<file path="config.mk">
export PLATFORM = sky130hd
export DESIGN_NAME = rcs_top
export DESIGN_NICKNAME = d
export VERILOG_FILES = /design/src/hw/rcs_pkg.sv /design/src/hw/rcs_sync.sv /design/src/hw/rcs_addr.sv /design/src/hw/rcs_top.sv
export SDC_FILE = /design/constraint.sdc
export NUM_CORES = 1
export LEC_CHECK = 0
export ABC_AREA = 0
export BUFFER_PORTS_ARGS = -buffer_cell sky130_fd_sc_hd__buf_4
export CORE_ASPECT_RATIO = 1.2
export CORE_MARGIN = 2
export CORE_UTILIZATION = 57
export DETAILED_ROUTE_END_ITERATION = 8
export GPL_TIMING_DRIVEN = 0
export PLACE_DENSITY = 0.83
export SLEW_MARGIN = 10
export SYNTH_ARGS = -nofsm -noshare
export SYNTH_HDL_FRONTEND = slang
export SYNTH_SLANG_ARGS = --single-unit
</file>
<file path="constraint.sdc">
create_clock -name sys_clk_i -period 7.9 [get_ports sys_clk_i]
set_input_delay 0 -clock sys_clk_i [delete_from_list [all_inputs] [get_ports sys_clk_i]]
set_output_delay 0 -clock sys_clk_i [all_outputs]
set_load 0.03 [all_outputs]
</file>
<file path="src/hw/rcs_pkg.sv">
// constants, types and field layout of the reset configuration sequencer
//
// Contract
// [RULE_01] latch strap pins at master reset release
// [RULE_02] build default image, pins untouched
// [RULE_03] strap picks protocol; SPI defaults four-wire
// [RULE_04] apply EEPROM update, then restart sequence
// [RULE_05] load strap-selected OTP config, report outcome
// [RULE_06] OTP config overwrites only listed registers
// [RULE_07] stored data writes all trigger bytes
// [RULE_08] programmed PLL divider starts concurrent calibration
// [RULE_09] loaded registers reselect slave protocol
// [RULE_10] skip bad EEPROM blocks, stop at first
// [RULE_11] EEPROM config only without valid OTP; code searches EEPROM blocks whenever parts were found, even after valid OTP
// [RULE_12] run OTP hotfix after configuration searches
// [RULE_13] completion steps run in fixed order
// [RULE_14] status bits report reset failures
// [RULE_15] host waits 15ms, EEPROM load disabled
// [RULE_16] host waits 150ms, no EEPROM answers
// [RULE_17] EEPROM present: wait follows payload formula
// [RULE_18] power policy: boot minimum, drop unneeded
// [RULE_19] master port loads; slave port after reset
// [RULE_20] slave config changes commit per burst
// [RULE_21] shared pins carry SPI or address roles
// [RULE_22] 16-bit space, upper half user
// [RULE_23] full offset or paged addressing
// [RULE_24] probe eight addresses at three speeds
// [RULE_25] check blocks at two EEPROM offsets
// [RULE_26] slave ignored until enabled; done flagged
package rcs_pkg;
  // ==========================================================
  // straps
  localparam int STRAP_W = 6;
  localparam int STRAP_SPI = 0;
  localparam int STRAP_EE_EN = 1;
  localparam int STRAP_CFG_LSB = 2;
  localparam int CFG_NUM_W = 4;
  // ==========================================================
  // eeprom search
  localparam logic [6:0] EE_ADDR_BASE = 7'h50;
  localparam logic [2:0] EE_IDX_LAST = 3'h7;
  localparam logic [1:0] EE_SPD_1M = 2'h0;
  localparam logic [1:0] EE_SPD_100K = 2'h2;
  localparam logic [15:0] EE_OFF_LOW = 16'h0000;
  localparam logic [15:0] EE_OFF_HIGH = 16'hf000;
  // ==========================================================
  // address space
  localparam int ADDR_W = 16;
  localparam int USER_BIT = 15;
  localparam int I2C_1B_W = 8;
  localparam int SPI_1B_W = 7;
  localparam int SPI_2B_W = 15;
  // ==========================================================
  // power policy
  localparam int NFUNC = 4;
  localparam logic [NFUNC-1:0] BOOT_NEED = 4'h3;
  localparam logic [1:0] PWR_OFF = 2'h0;
  localparam logic [1:0] PWR_GATED = 2'h1;
  localparam logic [1:0] PWR_RUN = 2'h2;
  // ==========================================================
  // types
  typedef struct packed {
    logic proto_spi;
    logic spi_3wire;
    logic addr_2b;
  } rcs_ser_cfg_t;
  typedef struct packed {
    logic otp_missing;
    logic otp_bad_crc;
    logic no_eeprom;
    logic ee_no_cfg;
    logic no_cfg;
    logic upd_applied;
  } rcs_status_t;
endpackage

</file>
<file path="src/hw/rcs_sync.sv">
// two-flop synchroniser for pin inputs
`timescale 1ns/100ps
module rcs_sync #(
  parameter int W = 1
) (
  // clock, reset, enable
  input wire logic clk_i,
  input wire logic rst_n_i,
  input wire logic ce_i,
  // data
  input wire logic [W-1:0] d_i,
  output logic [W-1:0] q_o
);
  logic [W-1:0] meta_reg;

  always_ff @(posedge clk_i or negedge rst_n_i) begin
    if (!rst_n_i) begin
      meta_reg <= '0;
      q_o <= '0;
    end else if (ce_i) begin
      meta_reg <= d_i;
      q_o <= meta_reg;
    end
  end
endmodule

</file>
<file path="src/hw/rcs_addr.sv">
// register address former for the slave port
`timescale 1ns/100ps
module rcs_addr (
  // configuration
  input wire rcs_pkg::rcs_ser_cfg_t cfg_i,
  input wire logic [rcs_pkg::ADDR_W-1:0] page_i,
  // transaction offset
  input wire logic [rcs_pkg::ADDR_W-1:0] off_i,
  output logic [rcs_pkg::ADDR_W-1:0] addr_o,
  output logic user_o
);
  localparam int AW = rcs_pkg::ADDR_W;
  localparam int I1 = rcs_pkg::I2C_1B_W;
  localparam int S1 = rcs_pkg::SPI_1B_W;
  localparam int S2 = rcs_pkg::SPI_2B_W;
  wire [AW-1:0] i2c_1b = {page_i[AW-1:I1], off_i[I1-1:0]};
  wire [AW-1:0] spi_1b = {page_i[AW-1:S1], off_i[S1-1:0]};
  wire [AW-1:0] spi_2b = {page_i[AW-1:S2], off_i[S2-1:0]};
  wire [AW-1:0] paged = cfg_i.proto_spi ? spi_1b : i2c_1b;
  wire [AW-1:0] full = cfg_i.proto_spi ? spi_2b : off_i;

  assign addr_o = cfg_i.addr_2b ? full : paged; // see [RULE_23]
  assign user_o = addr_o[rcs_pkg::USER_BIT]; // see [RULE_22]
endmodule

</file>
<file path="src/hw/rcs_top.sv">
// reset and initial configuration sequencer
`timescale 1ns/100ps
module rcs_top (
  // clock, reset, enable
  input wire logic sys_clk_i,
  input wire logic arst_n_i,
  input wire logic clk_en_i,
  // strap pins
  input wire logic [rcs_pkg::STRAP_W-1:0] strap_i,
  // register image
  output logic img_req_o,
  input wire logic img_done_i,
  output logic apply_req_o,
  input wire logic apply_done_i,
  // otp
  output logic otp_req_o,
  output logic [rcs_pkg::CFG_NUM_W-1:0] otp_cfg_num_o,
  input wire logic otp_ack_i,
  input wire logic otp_found_i,
  input wire logic otp_crc_ok_i,
  input wire logic otp_system_analog_pll_fb_i,
  input wire rcs_pkg::rcs_ser_cfg_t otp_ser_i,
  input wire logic hotfix_present_i,
  output logic hotfix_req_o,
  input wire logic hotfix_done_i,
  // eeprom access through the master port
  output logic ee_probe_req_o,
  output logic [6:0] ee_addr_o,
  output logic [1:0] ee_speed_o,
  input wire logic ee_probe_ack_i,
  input wire logic ee_found_i,
  output logic ee_blk_req_o,
  output logic [rcs_pkg::ADDR_W-1:0] ee_blk_off_o,
  output logic ee_blk_upd_o,
  input wire logic ee_blk_ack_i,
  input wire logic ee_blk_valid_i,
  // system pll
  output logic system_analog_pll_cal_o,
  output logic system_analog_pll_lock_req_o,
  input wire logic system_analog_pll_locked_i,
  // enables and status
  output logic serial_en_o,
  output logic outputs_en_o,
  output logic monitors_en_o,
  output logic alarms_en_o,
  output logic done_o,
  output rcs_pkg::rcs_status_t status_o,
  output logic [rcs_pkg::CFG_NUM_W-1:0] cfg_num_o,
  // power policy
  input wire logic [rcs_pkg::NFUNC-1:0] func_need_i,
  input wire logic [rcs_pkg::NFUNC-1:0] func_keep_i,
  output logic [rcs_pkg::NFUNC-1:0][1:0] pwr_state_o,
  // slave port configuration and paging
  input wire logic ser_wr_i,
  input wire rcs_pkg::rcs_ser_cfg_t ser_wdata_i,
  input wire logic page_wr_i,
  input wire logic [rcs_pkg::ADDR_W-1:0] page_wdata_i,
  input wire logic burst_end_i,
  input wire logic [rcs_pkg::ADDR_W-1:0] txn_off_i,
  output rcs_pkg::rcs_ser_cfg_t ser_cfg_o,
  output logic [rcs_pkg::ADDR_W-1:0] reg_addr_o,
  output logic user_space_o,
  // shared slave pins
  input wire logic select_or_addr0_pin_i,
  input wire logic data_in_or_addr1_pin_i,
  input wire logic sdio_i,
  output logic sdio_o,
  output logic sdio_oe_o,
  input wire logic slv_sdo_i,
  input wire logic slv_sdo_en_i,
  output logic slave_addr_bit0_o,
  output logic slave_addr_bit1_o,
  output logic spi_cs_n_o,
  output logic spi_di_o,
  output logic sda_in_o
);
  localparam int SW = rcs_pkg::STRAP_W;
  localparam int AW = rcs_pkg::ADDR_W;
  localparam int CW = rcs_pkg::CFG_NUM_W;

  typedef enum logic [3:0] {
    ST_CAPTURE, ST_IMAGE, ST_PROBE, ST_UPD, ST_OTP, ST_EECFG,
    ST_HOTFIX, ST_PLL, ST_SERIAL, ST_APPLY, ST_MON, ST_ALARM, ST_DONE
  } rcs_state_t;

  // ==========================================================
  // reset release and pin synchronisers
  logic rst_meta_reg;
  logic rst_n;
  always_ff @(posedge sys_clk_i or negedge arst_n_i) begin
    if (!arst_n_i) begin
      rst_meta_reg <= 1'b0;
      rst_n <= 1'b0;
    end else if (clk_en_i) begin
      rst_meta_reg <= 1'b1;
      rst_n <= rst_meta_reg;
    end
  end

  // pins are reset by the raw reset so their values are settled by the
  // time the released copy lets the capture state run
  logic [SW+2:0] pins_sync;
  rcs_sync #(.W(SW + 3)) u_sync (
    .clk_i(sys_clk_i),
    .rst_n_i(arst_n_i),
    .ce_i(clk_en_i),
    .d_i({sdio_i, data_in_or_addr1_pin_i, select_or_addr0_pin_i,
          strap_i}),
    .q_o(pins_sync)
  );
  wire [SW-1:0] strap_sync = pins_sync[SW-1:0];
  wire pin0_sync = pins_sync[SW];
  wire pin1_sync = pins_sync[SW+1];
  wire sdio_sync = pins_sync[SW+2];

  // ==========================================================
  // sequencer state
  rcs_state_t state_reg, state_next;
  logic [SW-1:0] strap_reg, strap_next;
  logic req_reg, req_next;
  logic [2:0] idx_reg, idx_next;
  logic [1:0] spd_reg, spd_next;
  logic hi_reg, hi_next;
  logic [7:0] mask_reg, mask_next;
  logic upd_done_reg, upd_done_next;
  logic otp_ok_reg, otp_ok_next;
  logic ee_ok_reg, ee_ok_next;
  logic cal_next;
  rcs_pkg::rcs_ser_cfg_t ser_reg, ser_next;
  rcs_pkg::rcs_status_t st_reg, st_next;
  logic [CW-1:0] num_reg, num_next;
  logic [3:0] en_reg, en_next;

  // ==========================================================
  // staged slave writes, committed only at the end of a burst
  rcs_pkg::rcs_ser_cfg_t stage_reg;
  logic stage_vld_reg;
  logic [AW-1:0] page_stage_reg;
  logic page_vld_reg;
  logic [AW-1:0] page_reg;
  wire slave_ok = en_reg[0];
  wire commit = burst_end_i & slave_ok;

  always_ff @(posedge sys_clk_i or negedge rst_n) begin
    if (!rst_n) begin
      stage_reg <= '0;
      stage_vld_reg <= 1'b0;
      page_stage_reg <= '0;
      page_vld_reg <= 1'b0;
      page_reg <= '0;
    end else if (clk_en_i) begin
      if (ser_wr_i && slave_ok) begin // see [RULE_26]
        stage_reg <= ser_wdata_i;
      end
      stage_vld_reg <= (stage_vld_reg & ~commit) | (ser_wr_i & slave_ok);
      if (page_wr_i && slave_ok) begin
        page_stage_reg <= page_wdata_i;
      end
      page_vld_reg <= (page_vld_reg & ~commit) | (page_wr_i & slave_ok);
      if (commit && page_vld_reg) begin // see [RULE_23]
        page_reg <= page_stage_reg;
      end
    end
  end

  // ==========================================================
  // request acknowledge and loaded-config decode
  wire ee_en = strap_reg[rcs_pkg::STRAP_EE_EN];
  wire loaded = otp_ok_reg | ee_ok_reg;
  wire idx_last = (idx_reg == rcs_pkg::EE_IDX_LAST);
  wire spd_last = (spd_reg == rcs_pkg::EE_SPD_100K);
  wire any_found = (mask_reg != 8'h00) | ee_found_i;
  wire mask_hit = mask_reg[idx_reg];
  wire [CW-1:0] strap_cfg = strap_reg[rcs_pkg::STRAP_CFG_LSB +: CW];

  always_comb begin
    state_next = state_reg;
    strap_next = strap_reg;
    req_next = req_reg;
    idx_next = idx_reg;
    spd_next = spd_reg;
    hi_next = hi_reg;
    mask_next = mask_reg;
    upd_done_next = upd_done_reg;
    otp_ok_next = otp_ok_reg;
    ee_ok_next = ee_ok_reg;
    cal_next = 1'b0;
    ser_next = ser_reg;
    st_next = st_reg;
    num_next = num_reg;
    en_next = en_reg;
    case (state_reg)
      ST_CAPTURE: begin
        strap_next = strap_sync; // see [RULE_01]
        ser_next.proto_spi = strap_sync[rcs_pkg::STRAP_SPI]; // see [RULE_03]
        ser_next.spi_3wire = 1'b0; // see [RULE_03]
        ser_next.addr_2b = 1'b0;
        en_next = 4'h0;
        state_next = ST_IMAGE;
      end
      ST_IMAGE: begin
        // enables stay low, so pins keep their reset condition
        if (!req_reg) begin
          req_next = 1'b1; // see [RULE_02]
        end else if (img_done_i) begin
          req_next = 1'b0;
          idx_next = 3'h0;
          spd_next = rcs_pkg::EE_SPD_1M;
          mask_next = 8'h00;
          state_next = ee_en ? ST_PROBE : ST_OTP;
        end
      end
      ST_PROBE: begin
        if (!req_reg) begin
          req_next = 1'b1; // see [RULE_24]
        end else if (ee_probe_ack_i) begin
          req_next = 1'b0;
          if (ee_found_i) begin
            mask_next[idx_reg] = 1'b1;
          end
          idx_next = idx_reg + 3'h1;
          if (idx_last && any_found) begin
            state_next = upd_done_reg ? ST_OTP : ST_UPD;
          end else if (idx_last && spd_last) begin
            st_next.no_eeprom = 1'b1;
            state_next = ST_OTP;
          end else if (idx_last) begin
            spd_next = spd_reg + 2'h1; // see [RULE_24]
          end
        end
      end
      ST_UPD: begin
        if (!req_reg && mask_hit) begin
          req_next = 1'b1;
        end else if (!req_reg || ee_blk_ack_i) begin
          req_next = 1'b0;
          idx_next = idx_reg + 3'h1;
          if (req_reg && ee_blk_valid_i) begin
            st_next.upd_applied = 1'b1;
            upd_done_next = 1'b1;
            state_next = ST_CAPTURE; // see [RULE_04]
          end else if (idx_last) begin
            state_next = ST_OTP;
          end
        end
      end
      ST_OTP: begin
        if (!req_reg) begin
          req_next = 1'b1; // see [RULE_05]
        end else if (otp_ack_i) begin
          req_next = 1'b0;
          idx_next = 3'h0;
          hi_next = 1'b0;
          state_next = (ee_en && mask_reg != 8'h00) ? ST_EECFG : ST_HOTFIX;
          if (!otp_found_i) begin
            st_next.otp_missing = 1'b1; // see [RULE_05]
          end else if (!otp_crc_ok_i) begin
            st_next.otp_bad_crc = 1'b1; // see [RULE_05]
          end else begin
            otp_ok_next = 1'b1; // see [RULE_06]
            num_next = strap_cfg; // see [RULE_05]
            cal_next = otp_system_analog_pll_fb_i; // see [RULE_08]
            ser_next = otp_ser_i; // see [RULE_09]
          end
        end
      end
      ST_EECFG: begin
        if (!req_reg && mask_hit) begin
          req_next = 1'b1; // see [RULE_25]
        end else if (!req_reg || ee_blk_ack_i) begin
          req_next = 1'b0;
          hi_next = ~hi_reg & mask_hit;
          if (hi_reg || !mask_hit) begin
            idx_next = idx_reg + 3'h1;
          end
          if (req_reg && ee_blk_valid_i) begin
            ee_ok_next = 1'b1; // see [RULE_10]
            state_next = ST_HOTFIX;
          end else if (idx_last && (hi_reg || !mask_hit)) begin
            st_next.ee_no_cfg = 1'b1; // see [RULE_10]
            state_next = ST_HOTFIX;
          end
        end
      end
      ST_HOTFIX: begin
        if (!hotfix_present_i && !req_reg) begin
          state_next = ST_PLL;
        end else if (!req_reg) begin
          req_next = 1'b1; // see [RULE_12]
        end else if (hotfix_done_i) begin
          req_next = 1'b0;
          state_next = ST_PLL;
        end
      end
      ST_PLL: begin
        if (!loaded && !req_reg) begin
          state_next = ST_SERIAL;
        end else if (!req_reg) begin
          req_next = 1'b1; // see [RULE_13]
        end else if (system_analog_pll_locked_i) begin
          req_next = 1'b0;
          state_next = ST_SERIAL;
        end
      end
      ST_SERIAL: begin
        en_next[0] = 1'b1; // see [RULE_13]
        state_next = ST_APPLY;
      end
      ST_APPLY: begin
        if (!req_reg) begin
          req_next = 1'b1;
        end else if (apply_done_i) begin
          req_next = 1'b0;
          en_next[1] = 1'b1; // see [RULE_13]
          state_next = ST_MON;
        end
      end
      ST_MON: begin
        en_next[2] = 1'b1; // see [RULE_13]
        state_next = ST_ALARM;
      end
      ST_ALARM: begin
        en_next[3] = 1'b1; // see [RULE_13]
        st_next.no_cfg = ~loaded; // see [RULE_14]
        state_next = ST_DONE;
      end
      ST_DONE: begin
        if (commit && stage_vld_reg) begin
          ser_next = stage_reg; // see [RULE_20]
        end
      end
      default: begin
        state_next = ST_CAPTURE;
      end
    endcase
  end

  always_ff @(posedge sys_clk_i or negedge rst_n) begin
    if (!rst_n) begin
      state_reg <= ST_CAPTURE;
      strap_reg <= '0;
      req_reg <= 1'b0;
      idx_reg <= 3'h0;
      spd_reg <= rcs_pkg::EE_SPD_1M;
      hi_reg <= 1'b0;
      mask_reg <= 8'h00;
      upd_done_reg <= 1'b0;
      otp_ok_reg <= 1'b0;
      ee_ok_reg <= 1'b0;
      ser_reg <= '0;
      st_reg <= '0;
      num_reg <= '0;
      en_reg <= 4'h0;
    end else if (clk_en_i) begin
      state_reg <= state_next;
      strap_reg <= strap_next;
      req_reg <= req_next;
      idx_reg <= idx_next;
      spd_reg <= spd_next;
      hi_reg <= hi_next;
      mask_reg <= mask_next;
      upd_done_reg <= upd_done_next;
      otp_ok_reg <= otp_ok_next;
      ee_ok_reg <= ee_ok_next;
      ser_reg <= ser_next;
      st_reg <= st_next;
      num_reg <= num_next;
      en_reg <= en_next;
    end
  end

  // ==========================================================
  // registered request and status outputs
  wire in_blk = (state_next == ST_UPD) | (state_next == ST_EECFG);
  wire [AW-1:0] blk_off = hi_next ? rcs_pkg::EE_OFF_HIGH
                                  : rcs_pkg::EE_OFF_LOW;

  always_ff @(posedge sys_clk_i or negedge rst_n) begin
    if (!rst_n) begin
      img_req_o <= 1'b0;
      apply_req_o <= 1'b0;
      otp_req_o <= 1'b0;
      otp_cfg_num_o <= '0;
      hotfix_req_o <= 1'b0;
      ee_probe_req_o <= 1'b0;
      ee_addr_o <= rcs_pkg::EE_ADDR_BASE;
      ee_speed_o <= rcs_pkg::EE_SPD_1M;
      ee_blk_req_o <= 1'b0;
      ee_blk_off_o <= rcs_pkg::EE_OFF_LOW;
      ee_blk_upd_o <= 1'b0;
      system_analog_pll_cal_o <= 1'b0;
      system_analog_pll_lock_req_o <= 1'b0;
    end else if (clk_en_i) begin
      img_req_o <= req_next & (state_next == ST_IMAGE);
      apply_req_o <= req_next & (state_next == ST_APPLY);
      otp_req_o <= req_next & (state_next == ST_OTP);
      otp_cfg_num_o <= strap_next[rcs_pkg::STRAP_CFG_LSB +: CW];
      hotfix_req_o <= req_next & (state_next == ST_HOTFIX);
      ee_probe_req_o <= req_next & (state_next == ST_PROBE);
      ee_addr_o <= rcs_pkg::EE_ADDR_BASE | {4'h0, idx_next};
      ee_speed_o <= spd_next;
      ee_blk_req_o <= req_next & in_blk;
      ee_blk_off_o <= blk_off; // see [RULE_25]
      ee_blk_upd_o <= (state_next == ST_UPD);
      system_analog_pll_cal_o <= cal_next; // see [RULE_08]
      system_analog_pll_lock_req_o <= req_next & (state_next == ST_PLL);
    end
  end

  always_ff @(posedge sys_clk_i or negedge rst_n) begin
    if (!rst_n) begin
      serial_en_o <= 1'b0;
      outputs_en_o <= 1'b0;
      monitors_en_o <= 1'b0;
      alarms_en_o <= 1'b0;
      done_o <= 1'b0;
      status_o <= '0;
      cfg_num_o <= '0;
      ser_cfg_o <= '0;
    end else if (clk_en_i) begin
      serial_en_o <= en_next[0]; // see [RULE_19]
      outputs_en_o <= en_next[1];
      monitors_en_o <= en_next[2];
      alarms_en_o <= en_next[3];
      done_o <= (state_next == ST_DONE); // see [RULE_26]
      status_o <= st_next; // see [RULE_14]
      cfg_num_o <= num_next;
      ser_cfg_o <= ser_next;
    end
  end

  // ==========================================================
  // power policy: boot set until done, then software's indicators
  logic [rcs_pkg::NFUNC-1:0][1:0] pwr_next;
  genvar gi;
  generate
    for (gi = 0; gi < rcs_pkg::NFUNC; gi++) begin : g_pwr
      wire need = done_o ? func_need_i[gi] : rcs_pkg::BOOT_NEED[gi];
      wire keep = done_o & func_keep_i[gi];
      assign pwr_next[gi] = need ? rcs_pkg::PWR_RUN : // see [RULE_18]
                            (keep ? rcs_pkg::PWR_GATED : rcs_pkg::PWR_OFF);
    end
  endgenerate

  // ==========================================================
  // addressing and shared pin roles
  logic [AW-1:0] addr_w;
  logic user_w;
  rcs_addr u_addr (
    .cfg_i(ser_reg),
    .page_i(page_reg),
    .off_i(txn_off_i),
    .addr_o(addr_w),
    .user_o(user_w)
  );

  // i2c data is open drain: drive low only, released while disabled
  wire spi = ser_reg.proto_spi;
  wire sdio_drv = spi ? slv_sdo_en_i : ~slv_sdo_i;
  wire di_w = ser_reg.spi_3wire ? sdio_sync : pin1_sync;

  always_ff @(posedge sys_clk_i or negedge rst_n) begin
    if (!rst_n) begin
      pwr_state_o <= '0;
      reg_addr_o <= '0;
      user_space_o <= 1'b0;
      sdio_o <= 1'b0;
      sdio_oe_o <= 1'b0;
      slave_addr_bit0_o <= 1'b0;
      slave_addr_bit1_o <= 1'b0;
      spi_cs_n_o <= 1'b1;
      spi_di_o <= 1'b0;
      sda_in_o <= 1'b1;
    end else if (clk_en_i) begin
      pwr_state_o <= pwr_next;
      reg_addr_o <= addr_w; // see [RULE_22]
      user_space_o <= user_w; // see [RULE_22]
      sdio_o <= spi & slv_sdo_i; // see [RULE_21]
      sdio_oe_o <= slave_ok & sdio_drv; // see [RULE_26]
      slave_addr_bit0_o <= ~spi & pin0_sync; // see [RULE_21]
      slave_addr_bit1_o <= ~spi & pin1_sync; // see [RULE_21]
      spi_cs_n_o <= ~(spi & slave_ok) | pin0_sync; // see [RULE_21]
      spi_di_o <= spi & di_w;
      sda_in_o <= spi | sdio_sync;
    end
  end
endmodule

</file>
==> flow_metrics.py <==
metrics = {
    "power": {
        "powerDensity_nw_per_um2": 366,
        "ir_drop_uv": 227,
        "p_leak_nw": 3.98,
    },
    "synth": {
        "synth-seq-cells": 127,
        "syn_area_per_cell_um2": 11.1,
        "synth_top_area_share_pct": 51.2,
        "yosysUniqueCellTypes": 75,
        "synth_edf_count": 0,
        "synth_area_leader_cell": "dfrtp_1",
        "synthFlopType": "dfrtp_1",
        "yosys_warnings": 0,
        "async_reset_ff_share_pct": 100,
        "syn_area_um2": 6110,
        "synth_area_leaders": "dfrtp_1 (51%), mux2_2 (11%), buf_4 (3.4%)",
        "ys_seq_area_share_pct": 52.1,
        "synth_cells": 551,
    },
    "worst_setup_path": {
        "worstPathCellList": "buf_2, clkbuf_1, nand2_1, a21oi_1, nand2_1, a2111oi_0, and3_1, mux2_1",
        "cp_slowest_stage_delay_ps": 590,
        "crit_arrival_ps": 3210,
        "worstSetupPathType": "reg2reg",
        "rrSetupSlack_ps": 4990,
        "r2r_cells": 8,
        "cp-start-kind": "register",
        "r2r-end": "idx_reg[0]",
        "endpoint_kind": "register",
        "critPathSlowestCell": "a2111oi_0",
        "crit_top_cell": "nand2_1",
        "path_max_fanout": 10,
        "crit-reg2reg-launch": "req_reg",
        "worst_ep_required_time_ps": 8210,
    },
    "worst_hold_path": {
        "worstHoldStart": "ee_found_i",
        "hold_depth": 3,
        "min_to": "status_o[3]",
        "hold_class": "in2reg",
    },
    "global_routing": {
        "grt_use_total_pct": 37.7,
        "grt_pass1_vias": 6105,
        "grt_max_degree": 66,
        "grt.overflow.total": 0,
        "grt_pass1_wl_mm": 33.5,
        "antenna_found_initial": 0,
    },
    "cts": {
        "clkSinkCount": 127,
        "cts_buffers": 17,
        "clk_latency_ps": 430,
        "cts_root_buf": "clkbuf_16",
        "clk_pin_slew_ps": 60,
        "cts_buffer_depth": 2,
        "post-cts-setup-buffers": 0,
        "cts_tree": "done",
        "htree_levels": 4,
    },
    "run": {
        "maxCapViolations": 0,
    },
    "floorplanning": {
        "die-area_um2": 11600,
        "fp.dieW_um": 98.5,
        "pin_count": 164,
        "coreArea_um2": 10500,
        "row_count": 41,
        "start_util_pct": 58.3,
        "fp.dieH_um": 117,
    },
    "placement": {
        "pre_cts_ws_ps": 5080,
        "gp_congestion": 0.919,
        "postPlaceCellArea_um2": 7400,
        "post-place-cells": 835,
        "dp_hpwl_mm": 12.0,
        "portBuffers": 140,
    },
    "sta": {
        "skew_ps": 10.3,
        "fin_crit_sh_pct": 36.8,
        "finalHoldViolCount": 0,
        "max_slew_margin_pct": 31.3,
        "setup_tns_ps": 0,
        "maxSlewViolCount": 0,
        "setup_viol_count_final": 0,
        "rsz0062_at_grt": "false",
        "min_period_ps": 2910,
        "max_freq_ghz": 0.344,
        "worst_slack_ps": 4990,
        "tightest_slew_ps": 1030,
        "worst_hold_slack_ps": 9.54,
    },
    "routing": {
        "drc": 0,
        "first_iter_violations": 615,
        "dr.pass1.iters": 5,
        "routed_wl_mm": 21.4,
        "dr_total_vias": 5768,
        "ant_nets": 0,
        "viasPerCell": 6.22,
        "wl_per_cell_um": 23.1,
    },
    "cells_and_area": {
        "area_delta_synth_final_pct": 41.8,
        "antennaDiodeCount": 0,
        "largest_reg_flops": 16,
        "largest_register": "reg_addr_o",
        "stdcell_count": 927,
        "num-nets-final": 864,
        "drive_gt1_share_pct": 36.0,
        "design_area_um2": 8660,
        "fill_cells": 533,
    },
    "run_status": {
        "status": "complete, no violations",
    },
}
metrics by stage:
stage / util [%] / total power, mW
finish: 82.7 / 3.17
global route: 82.7 / 3.29
CTS: 82.7 / 3.09
detailed placement: 70.7 / 2.17
global placement: 70.4 / 2.13
floorplan: - / 1.79
final cells by class:
type                       count  area (um2)  share of cell area [%]
sequential                   127        3180                    36.8
multi-input combinational    362        2570                    29.7
timing repair buffer         201        1680                    19.4
clock buffer                  18         429                    4.96
buffer                        55         324                    3.74
clock inverter                14         226                    2.62
tap                          129         161                    1.86
inverter                      21        78.8                   0.910
cell usage in the layout (no fill, tap or decap), types with 7 or more instances in the layout:
cell type and n:
buf_4 168, a31oi_1 7, inv_1 21, clkbuf_16 17, a21oi_1 29, o21ai_0 20, mux2_2 58, clkbuf_1 18
o2bb2ai_1 8, nor2_1 37, nand2b_1 7, dfrtp_1 124, nand3_1 18, nand2_1 39, mux2i_1 14, nor3_1 10
dlygate4sd3_1 60, conb_1 16
routing by layer:
layer | share of wire (%) | track usage [%] | routed length (um) | up-vias
met1 | 34 | 43.3 | 7330 | 2854
met5 | 0 | 0 | 0 | -
met3 | 8.4 | 9.65 | 1800 | 117
met2 | 51 | 63.4 | 10900 | 398
met4 | 6.2 | 21.6 | 1320 | 0
li1 | - | - | - | 2399
synthesized netlist by cell type (3+ instances only):
| master | number |
|---|---|
| nor2b_1 | 5 |
| mux2i_1 | 14 |
| or2_2 | 5 |
| nand4_1 | 5 |
| buf_1 | 5 |
| nand3_1 | 18 |
| nand2_1 | 39 |
| nor2_1 | 37 |
| clkbuf_1 | 17 |
| o21ai_0 | 20 |
| nand2b_1 | 7 |
| o211ai_1 | 3 |
| a21o_1 | 5 |
| dfrtp_1 | 125 |
| buf_4 | 28 |
| ha_1 | 3 |
| a2111oi_0 | 3 |
| inv_1 | 21 |
| a22o_1 | 6 |
| o21a_1 | 4 |
| buf_2 | 4 |
| o2bb2ai_1 | 8 |
| mux2_2 | 58 |
| nor3b_1 | 3 |
| nor3_1 | 10 |
| a21oi_1 | 29 |
| a31oi_1 | 7 |
logic make-up (layout without fill, tap and decap cells):
group,Yosys count,count (layout),share of synthesized area [%]
muxes,76,76,14.3
other,2,16,0.123
buffers and inverters,76,309,6.60
and+or+nand+nor,149,149,12.6
AOI/OAI and AO/OA,117,117,13.6
xor gates and xnor gates,1,1,0.143
DFF,127,127,52.1
adders and majority gates,3,3,0.615
where the power goes:
group | switching [mW] | leakage (nW) | total, mW | internal (mW)
Combinational | 0.768 | 2.13 | 1.28 | 0.509
Clock | 0.324 | 0.313 | 0.890 | 0.566
Sequential | 0.163 | 1.53 | 1.01 | 0.843
worst max-delay path, delay by kind of cell, from the launching register on:
family	cells	cell delay, ps
mux	1	340
buf+inv	2	650
simple gates	3	620
compound gates	2	760
flops	1	410
what timing repair did:
| action | in CTS | in global routing |
|---|---|---|
| gates resized for setup | 0 | 0 |
| endpoints found under the hold margin | 74 | 0 |
| setup endpoints to repair | 0 | 0 |
| hold buffers | 60 | 0 |
worst max-delay path by stage:
stage | cells past startpoint | endpoint | startpoint | slack, ps
after CTS | 8 | idx_reg[0] | req_reg | 5070
after floorplan | 0 | async pin | rst_n | 4630
final | 8 | idx_reg[0] | req_reg | 4990
after global routing | 8 | idx_reg[0] | req_reg | 4890
after detailed placement | 8 | idx_reg[0] | req_reg | 5080
after global placement | 0 | ee_blk_upd_o | rst_n | 3540
Power figures use the tool's default switching activity.
